`src/rtl/pfp_map.svh`:
```
// constants of the pulse fuse programming logic
`ifndef PFP_MAP_SVH
`define PFP_MAP_SVH

`define PFP_CLK_PERIOD_NS  25
`define PFP_T_BLOW_NS      30000
`define PFP_BLOW_CYCLES    ((`PFP_T_BLOW_NS + `PFP_CLK_PERIOD_NS - 1) / `PFP_CLK_PERIOD_NS)

`define PFP_CODE_W         6
`define PFP_CODE_ZERO      6'h00
`define PFP_GAIN_MAX       6'h3f
`define PFP_QLEV_MAX       6'h3f
`define PFP_K3_MAX         6'h1f

`define PFP_KEY_NONE       2'h0
`define PFP_KEY_GAIN       2'h1
`define PFP_KEY_QLEV       2'h2
`define PFP_KEY_K3         2'h3

`define PFP_TC_LSB         0
`define PFP_TC_MSB         2
`define PFP_SLOPE_BIT      3
`define PFP_LOCK_BIT       4

`define PFP_FS_GAIN_LSB    0
`define PFP_FS_GAIN_MSB    5
`define PFP_FS_QLEV_LSB    6
`define PFP_FS_QLEV_MSB    11
`define PFP_FS_K3_LSB      12
`define PFP_FS_K3_MSB      17

`endif

```
`src/rtl/pfp_pkg.sv`:
```
// types of the pulse fuse programming logic
package pfp_pkg;

  typedef enum logic [4:0] {
    PFP_ST_INIT  = 5'h01,
    PFP_ST_SEL   = 5'h02,
    PFP_ST_ADDR  = 5'h04,
    PFP_ST_BLOW  = 5'h08,
    PFP_ST_DONE  = 5'h10
  } pfp_state_e;

  typedef logic [5:0]  pfp_code_t;
  typedef logic [1:0]  pfp_key_t;
  typedef logic [15:0] pfp_cnt_t;

endpackage

```
`src/rtl/pfp_fuse_bank.sv`:
```
// fuse bank: image of the three fuse fields, sensed at start-up, set by blows
`timescale 1ns/1ps
`include "pfp_map.svh"

module pfp_fuse_bank
  import pfp_pkg::*;
(
  // clock and reset
  input  wire logic             clk,
  input  wire logic             rst_b,
  // sensed fuse array
  input  wire logic [17:0]      fuse_sense,
  // blow completion
  input  wire logic             blow_done,
  input  wire pfp_pkg::pfp_key_t blow_key,
  input  wire pfp_pkg::pfp_code_t blow_mask,
  // fuse image
  output logic                  fuse_valid,
  output pfp_pkg::pfp_code_t    fuse_gain,
  output pfp_pkg::pfp_code_t    fuse_qlev,
  output pfp_pkg::pfp_code_t    fuse_k3
);

  typedef struct packed {
    logic      valid;
    pfp_code_t gain;
    pfp_code_t qlev;
    pfp_code_t k3;
  } pfp_bank_s;

  pfp_bank_s bank_r;
  pfp_bank_s bank_nxt;

  always_comb begin
    bank_nxt = bank_r;
    // the sense lines are caught on the first edge after reset release, never under reset
    if (!bank_r.valid) begin
      bank_nxt.valid = 1'b1;
      bank_nxt.gain  = fuse_sense[`PFP_FS_GAIN_MSB:`PFP_FS_GAIN_LSB];
      bank_nxt.qlev  = fuse_sense[`PFP_FS_QLEV_MSB:`PFP_FS_QLEV_LSB];
      bank_nxt.k3    = fuse_sense[`PFP_FS_K3_MSB:`PFP_FS_K3_LSB] & `PFP_K3_MAX;
    end else if (blow_done) begin
      case (blow_key)
        `PFP_KEY_GAIN: bank_nxt.gain = bank_r.gain | blow_mask;
        `PFP_KEY_QLEV: bank_nxt.qlev = bank_r.qlev | blow_mask;
        `PFP_KEY_K3:   bank_nxt.k3   = bank_r.k3 | (blow_mask & `PFP_K3_MAX);
        default:       bank_nxt = bank_r;
      endcase
    end
  end

  always_ff @(posedge clk or negedge rst_b) begin
    if (!rst_b) begin
      bank_r <= '0;
    end else begin
      bank_r <= bank_nxt;
    end
  end

  assign fuse_valid = bank_r.valid;
  assign fuse_gain  = bank_r.gain;
  assign fuse_qlev  = bank_r.qlev;
  assign fuse_k3    = bank_r.k3;

endmodule

```
`src/rtl/pfp_fsm.sv`:
```
// programming state machine driven by high and mid level pulses on the sensor output pin
// Notes on behaviour
// - power-up: initial state, intact fuses read zero
// - initial state ignores mid pulses
// - high pulse in initial enters selection
// - mid pulses step key: gain, level, k3
// - high pulse in selection enters addressing once a key is chosen
// - addressing exits only by power or blow
// - trial code volatile; only blown bits permanent
// - high pulse in addressing blows the bits set in the trial code
// - gain code six bits, 0 to 63
// - quiescent level code six bits, 0 to 63
// - key three low bits: temp coefficient 0-7
// - key three bit three inverts slope
// - key three bit four locks everything
// - mid pulse fall increments trial, saturates
// - power cycle clears unblown bits only
// - locked device refuses all programming
`timescale 1ns/1ps
`include "pfp_map.svh"

module pfp_fsm
  import pfp_pkg::*;
#(
  parameter int unsigned BLOW_CYCLES = `PFP_BLOW_CYCLES
)
(
  // clock and power-on reset
  input  wire logic               clk,
  input  wire logic               rst_b,
  // qualified pulse indications from the level detector, one cycle each
  input  wire logic               high_program_pulse,
  input  wire logic               mid_program_pulse,
  // sensed fuse array: [5:0] gain, [11:6] level, [16:12] key three
  input  wire logic [17:0]        fuse_sense,
  // fuse blow drive
  output logic                    fuse_blow_en,
  output pfp_pkg::pfp_key_t       blow_key,
  output pfp_pkg::pfp_code_t      blow_mask,
  // effective parameter values
  output pfp_pkg::pfp_code_t      gain_code,
  output pfp_pkg::pfp_code_t      quiescent_level,
  output logic [2:0]              gain_temp_coeff,
  output logic                    slope_invert_flag,
  output logic                    lock_flag,
  // programming status
  output pfp_pkg::pfp_state_e     prog_state,
  output pfp_pkg::pfp_key_t       sel_key
);

  import pfp_pkg::*;

  typedef struct packed {
    pfp_state_e st;
    pfp_key_t   key;
    pfp_code_t  trial;
    pfp_cnt_t   blow_cnt;
    logic       blow_en;
    logic       blow_done;
    pfp_key_t   bkey;
    pfp_code_t  bmask;
    pfp_code_t  gain;
    pfp_code_t  qlev;
    logic [2:0] tc;
    logic       slope;
    logic       lock;
  } pfp_fsm_s;

  localparam pfp_cnt_t BLOW_LAST = pfp_cnt_t'(BLOW_CYCLES - 1);

  pfp_fsm_s  s_r;
  pfp_fsm_s  s_nxt;

  logic      fuse_valid;
  pfp_code_t fuse_gain;
  pfp_code_t fuse_qlev;
  pfp_code_t fuse_k3;

  // fuse image; blown bits survive any reset because they are resensed
  pfp_fuse_bank u_bank (
    .clk        (clk),
    .rst_b      (rst_b),
    .fuse_sense (fuse_sense),
    .blow_done  (s_r.blow_done),
    .blow_key   (s_r.bkey),
    .blow_mask  (s_r.bmask),
    .fuse_valid (fuse_valid),
    .fuse_gain  (fuse_gain),
    .fuse_qlev  (fuse_qlev),
    .fuse_k3    (fuse_k3)
  );

  // highest trial code of each register
  function automatic pfp_code_t key_max(input pfp_key_t k);
    pfp_code_t m;
    case (k)
      `PFP_KEY_GAIN: m = `PFP_GAIN_MAX;
      `PFP_KEY_QLEV: m = `PFP_QLEV_MAX;
      `PFP_KEY_K3:   m = `PFP_K3_MAX;
      default:       m = `PFP_CODE_ZERO;
    endcase
    return m;
  endfunction

  logic      locked;
  pfp_code_t tr_gain;
  pfp_code_t tr_qlev;
  pfp_code_t tr_k3;
  pfp_code_t eff_k3;

  // the trial only overlays the register being addressed; fuses always show through
  always_comb begin
    locked  = fuse_valid & fuse_k3[`PFP_LOCK_BIT];
    tr_gain = `PFP_CODE_ZERO;
    tr_qlev = `PFP_CODE_ZERO;
    tr_k3   = `PFP_CODE_ZERO;
    if (s_r.st == PFP_ST_ADDR || s_r.st == PFP_ST_BLOW || s_r.st == PFP_ST_DONE) begin
      case (s_r.key)
        `PFP_KEY_GAIN: tr_gain = s_r.trial;
        `PFP_KEY_QLEV: tr_qlev = s_r.trial;
        `PFP_KEY_K3:   tr_k3   = s_r.trial;
        default:       tr_gain = `PFP_CODE_ZERO;
      endcase
    end
    eff_k3 = fuse_k3 | tr_k3;
  end

  always_comb begin
    s_nxt           = s_r;
    s_nxt.blow_done = 1'b0;
    case (s_r.st)
      PFP_ST_INIT: begin
        // mid pulses fall through untouched here
        if (high_program_pulse && fuse_valid && !locked) begin
          s_nxt.st  = PFP_ST_SEL;
          s_nxt.key = `PFP_KEY_NONE;
        end
      end
      PFP_ST_SEL: begin
        if (high_program_pulse) begin
          // with no key yet there is no register to address, so the pulse is dropped
          if (s_r.key != `PFP_KEY_NONE) begin
            s_nxt.st    = PFP_ST_ADDR;
            s_nxt.trial = `PFP_CODE_ZERO;
          end
        end else if (mid_program_pulse && s_r.key != `PFP_KEY_K3) begin
          s_nxt.key = pfp_key_t'(s_r.key + 2'h1);
        end
      end
      PFP_ST_ADDR: begin
        // no pulse leads back out of addressing; only a blow or power loss ends it
        if (high_program_pulse) begin
          s_nxt.st       = PFP_ST_BLOW;
          s_nxt.blow_en  = 1'b1;
          s_nxt.blow_cnt = '0;
          s_nxt.bkey     = s_r.key;
          s_nxt.bmask    = s_r.trial;
        end else if (mid_program_pulse && s_r.trial != key_max(s_r.key)) begin
          // the detector flags the falling edge of the mid pulse
          s_nxt.trial = pfp_code_t'(s_r.trial + 6'h01);
        end
      end
      PFP_ST_BLOW: begin
        // drive the blow for the full minimum duration
        if (s_r.blow_cnt == BLOW_LAST) begin
          s_nxt.st        = PFP_ST_DONE;
          s_nxt.blow_en   = 1'b0;
          s_nxt.blow_done = 1'b1;
        end else begin
          s_nxt.blow_cnt = pfp_cnt_t'(s_r.blow_cnt + 16'h0001);
        end
      end
      PFP_ST_DONE: begin
        // parked until the supply is cycled, which is what the programmer must do next
        s_nxt.st = PFP_ST_DONE;
      end
      default: begin
        s_nxt.st      = PFP_ST_INIT;
        s_nxt.blow_en = 1'b0;
      end
    endcase

    // effective values: blown bits or the volatile trial of the addressed register; the lock comes from blown bits alone
    s_nxt.gain  = fuse_gain | tr_gain;
    s_nxt.qlev  = fuse_qlev | tr_qlev;
    s_nxt.tc    = eff_k3[`PFP_TC_MSB:`PFP_TC_LSB];
    s_nxt.slope = eff_k3[`PFP_SLOPE_BIT];
    s_nxt.lock  = fuse_k3[`PFP_LOCK_BIT];
  end

  // reset clears every trial and volatile bit; fuses are re-read by the bank
  always_ff @(posedge clk or negedge rst_b) begin
    if (!rst_b) begin
      s_r          <= '0;
      s_r.st       <= PFP_ST_INIT;
      s_r.key      <= `PFP_KEY_NONE;
      s_r.trial    <= `PFP_CODE_ZERO;
    end else begin
      s_r <= s_nxt;
    end
  end

  assign fuse_blow_en      = s_r.blow_en;
  assign blow_key          = s_r.bkey;
  assign blow_mask         = s_r.bmask;
  assign gain_code         = s_r.gain;
  assign quiescent_level   = s_r.qlev;
  assign gain_temp_coeff   = s_r.tc;
  assign slope_invert_flag = s_r.slope;
  assign lock_flag         = s_r.lock;
  assign prog_state        = s_r.st;
  assign sel_key           = s_r.key;

endmodule

```
`config.mk`:
```
export PLATFORM = sky130hd
export DESIGN_NAME = pfp_fsm
export DESIGN_NICKNAME = d
export VERILOG_FILES = /design/src/rtl/pfp_pkg.sv /design/src/rtl/pfp_fuse_bank.sv /design/src/rtl/pfp_fsm.sv
export VERILOG_INCLUDE_DIRS = /design/src /design/src/rtl
export SDC_FILE = /design/constraint.sdc
export NUM_CORES = 1
export LEC_CHECK = 0
export BUFFER_PORTS_ARGS = -buffer_cell sky130_fd_sc_hd__buf_2
export CORE_ASPECT_RATIO = 2
export CORE_MARGIN = 2
export CORE_UTILIZATION = 25
export DETAILED_ROUTE_END_ITERATION = 10
export GPL_TIMING_DRIVEN = 1
export SLEW_MARGIN = 5
export SYNTH_ARGS = -nofsm -noshare
export SYNTH_HDL_FRONTEND = slang
export SYNTH_SLANG_ARGS = --single-unit
```
`constraint.sdc`:
```
create_clock -name clk -period 2.05 [get_ports clk]
set_clock_uncertainty 0.1 [all_clocks]
set_input_delay 0.205 -clock clk [delete_from_list [all_inputs] [get_ports clk]]
set_output_delay 0.205 -clock clk [all_outputs]
set_load 0.03 [all_outputs]
```
==> impl_metrics.csv <==
group,metric,value,unit
power,powerDensity,821,mW/mm²
global_route,antenna_found_initial,0,
drt,drt_iter0_markers,114,
sta,fmax,0.536,GHz
floorplan,fp.dieArea,0.0154,mm²
cts,cts_buffer_depth,2,
global_route,track_usage,0.122,
placement,dpl_worst_slack,0.159,ns
yosys,synth_fa_ha_area_frac,0.0244,
yosys,yosys_warnings,0,
power,peakVddDrop,325,µV
power,leakage,2.03,nW
drt,antenna_left,0,
drt,route.detailed.drc,0,
placement,io_buffer_count,53,
yosys,yosysSeqAreaShare,0.517,
global_route,grt_pass1_vias,2884,
drt,wl_per_cell,14.8,µm
critical_path,end_kind,"flip-flop",
sta,rsz0062_at_grt,"false",
sta,setup_tns,0,ns
sta,finalCriticalPeriod,1.86,ns
critical_path,cp.required,2.20,ns
cts,clkSlewWorstSetupHoldPaths,0.06,ns
floorplan,initial_core_util,0.257,
layout,antennaDiodeCount,0,
yosys,synth_xor_area_frac,0.0269,
drt,via_per_inst,4.57,
cts,htreeDepth,3,
critical_path,worstSetupPathType,"flip-flop to flip-flop",
floorplan,core,0.0140,mm²
floorplan,fp-row-count,61,
critical_path,arrival,2.01,ns
flow_run,max_cap_viol_count,0,
yosys,syn_inst,355,
layout,final_layout_size_suffix_gt1_frac,0.235,
yosys,synth_edf_count,0,
global_route,grt_pass1_wl,14400,µm
floorplan,io_pins,55,
layout,area_growth,20.4,%
yosys,ys_ff_latch,74,
worst_hold_path,hold_path_class,"input pin to flip-flop",
yosys,async_flop_share,1.00,
critical_path,critPathLaunchType,"flip-flop",
placement,gp_congestion,0.877,
yosys,ys_types,46,
placement,dp_hpwl,6660,µm
sta,hold_viol_final,0,
drt,vias,2709,
yosys,synth_compound_area_frac,0.147,
drt,drt-pass1-iter-count,4,
drt,routed_wirelength,8760,µm
sta,final_max_slew_viol_count,0,
cts,clk_latency,0.33,ns
layout,nFillCells,1447,
floorplan,die_h,173,µm
critical_path,crit_fanout,6,
layout,fin_nets,428,
sta,setup_ws,0.185,ns
sta,setup_viol,0,
yosys,synth_ff_type,"dfrtp_1",
yosys,synth_area,0.00358,mm²
yosys,muxShareOfSynthArea,0.0143,
sta,period_share,0.910,
cts,cts_setup_buffers,0,
yosys,synth_nets,384,
cts,clock-sinks,74,
outcome,status,"completed",
global_route,grt_max_degree,75,
yosys,synth_top_family_by_area,"simple AND/OR/NAND/NOR gates",
cts,cts_root_buf,"clkbuf_16",
cts,tritoncts,"yes",
yosys,avgSynthCellArea,10.1,µm²
cts,cts_buffers,9,
yosys,synth-simple-area-share,0.177,
floorplan,die_x,88.7,µm
global_route,grt.overflow.total,0,
[per-stage QoR]
step / instances / instance area, µm² / utilization / hold WS [ns] / total power [W]
finish: 593 / 4320 / 0.309 / 0.000341 / 0.00354
global route: 593 / 4320 / 0.309 / 0.00472 / 0.00370
CTS: 593 / 4300 / 0.308 / 0.00130 / 0.00358
detailed placement: 571 / 3940 / 0.282 / 0.169 / 0.00203
global placement: 571 / 3940 / 0.282 / 0.160 / 0.00201
floorplan: 355 / 3580 / - / -0.191 / 0.00192
[sequential cells by signal, indices dropped and copies added, names as in the netlist]
signal,cells
prog_state,5
blow_mask,6
quiescent_level,6
fuse_blow_en,1
gain_temp_coeff,3
u_bank.fuse_valid,1
u_bank.fuse_qlev,6
sel_key,2
blow_key,2
s_r,23
gain_code,6
slope_invert_flag,1
u_bank.fuse_gain,6
u_bank.fuse_k3,5
lock_flag,1
[final cells by class]
cell class                      count  area, µm²  share of cell area
Sequential cell                    74       1850               0.429
Multi-Input combinational cell    227       1420               0.329
Timing Repair Buffer               76        465               0.108
Clock buffer                       13        280              0.0649
Tap cell                          189        236              0.0548
Inverter                           11       41.3             0.00957
Clock inverter                      3       21.3             0.00493
[cell usage in the layout, fill, tap and decap left out, types with 2 or more instances in the layout]
cell | netlist | final
o211ai_1 | 3 | 3
a31oi_1 | 6 | 6
nand4_1 | 5 | 5
inv_1 | 11 | 11
nand2_1 | 30 | 30
buf_4 | 31 | 16
clkbuf_8 | 0 | 4
and4_1 | 2 | 2
o22a_1 | 12 | 12
mux2i_1 | 4 | 4
o21a_1 | 5 | 5
dfrtp_1 | 73 | 73
nor4_1 | 3 | 3
o31a_1 | 2 | 2
nor4b_1 | 2 | 2
nand3_1 | 13 | 13
nor2_1 | 34 | 34
ha_1 | 7 | 7
nor2b_1 | 7 | 7
dlygate4sd3_1 | 0 | 6
o31ai_1 | 2 | 2
buf_2 | 2 | 53
nand3_2 | 2 | 2
or3_1 | 2 | 2
nand2b_1 | 2 | 2
xnor2_1 | 10 | 9
nor3_1 | 10 | 10
o21ai_0 | 17 | 17
clkbuf_16 | 0 | 9
a21oi_1 | 12 | 12
a21o_1 | 16 | 16
and3_1 | 6 | 6
[worst max-delay path: stages (launching register included)]
cell and delay (ns):
dfrtp_1 0.42, inv_1 0.11, ha_1 0.35, xnor2_2 0.16
o21a_1 0.17, o31a_1 0.30, a31oi_1 0.15
[what timing repair did]
action | 4_1_cts | 5_1_grt
setup endpoints to repair | 0 | 4
gates resized for setup | 0 | 2
hold endpoints to repair | 78 | 0
hold buffers | 6 | 0
[report_power, final]
group          switching, W  internal, W
logic              0.000232     0.000146
registers         0.0000646      0.00156
clock network      0.000590     0.000951
[routing by layer]
metal  share of wire  track usage  vias to the layer above
met5               0            0                        -
met4           0.016       0.0467                        0
met3           0.034       0.0290                       11
met2            0.60        0.235                       57
met1            0.35        0.119                     1345
li1                -            -                     1296
[path summary, 6_finish.rpt]
path,from,to,slack (ns),depth (start not counted)
max,sel_key[0]$_DFFE_PN0P_,s_r[46]$_DFFE_PN0P_,0.19,6
min,fuse_sense[3],u_bank.fuse_gain[3]$_DFFE_PN0P_,0.0003,2
max reg2reg,sel_key[0]$_DFFE_PN0P_,s_r[46]$_DFFE_PN0P_,0.19,6
min reg2reg,u_bank.fuse_gain[0]$_DFFE_PN0P_,gain_code[0]$_DFF_PN0_,0.35,1
max in group asynchronous,rst_b,u_bank.fuse_k3[0]$_DFFE_PN0P_,1.19,3
min in group asynchronous,rst_b,u_bank.fuse_qlev[5]$_DFFE_PN0P_,0.33,3
[synth_stat cells (2+ instances only)]
cell type,n,area (µm²)
mux2i_1,4,40.0
nor4_1,3,18.8
inv_1,11,41.3
dfrtp_1,73,1830
a21oi_1,12,60.1
xnor2_1,10,87.6
o31ai_1,2,15.0
nor4b_1,2,17.5
nor3_1,10,50.1
nand3_1,13,65.1
o211ai_1,3,22.5
buf_4,31,233
a21o_1,16,120
nand2b_1,2,12.5
or3_1,2,12.5
o22a_1,12,105
o21a_1,5,37.5
o31a_1,2,17.5
nand3_2,2,20.0
a31oi_1,6,37.5
nor2b_1,7,43.8
and4_1,2,17.5
clkbuf_1,8,30.0
and3_1,6,37.5
nand4_1,5,31.3
ha_1,7,87.6
o21ai_0,17,85.1
nor2_1,34,128
nand2_1,30,113
buf_2,2,10.0
[logic make-up after synthesis]
logic type | Yosys count
AND/OR/NAND/NOR | 125
flip-flops | 74
XOR/XNOR | 11
multiplexers | 5
buffers and inverters | 54
AO/OA/AOI/OAI | 78
other | 1
adder cells (fa/ha/maj) | 7
Note: power is estimated with default switching activity, not from simulation.
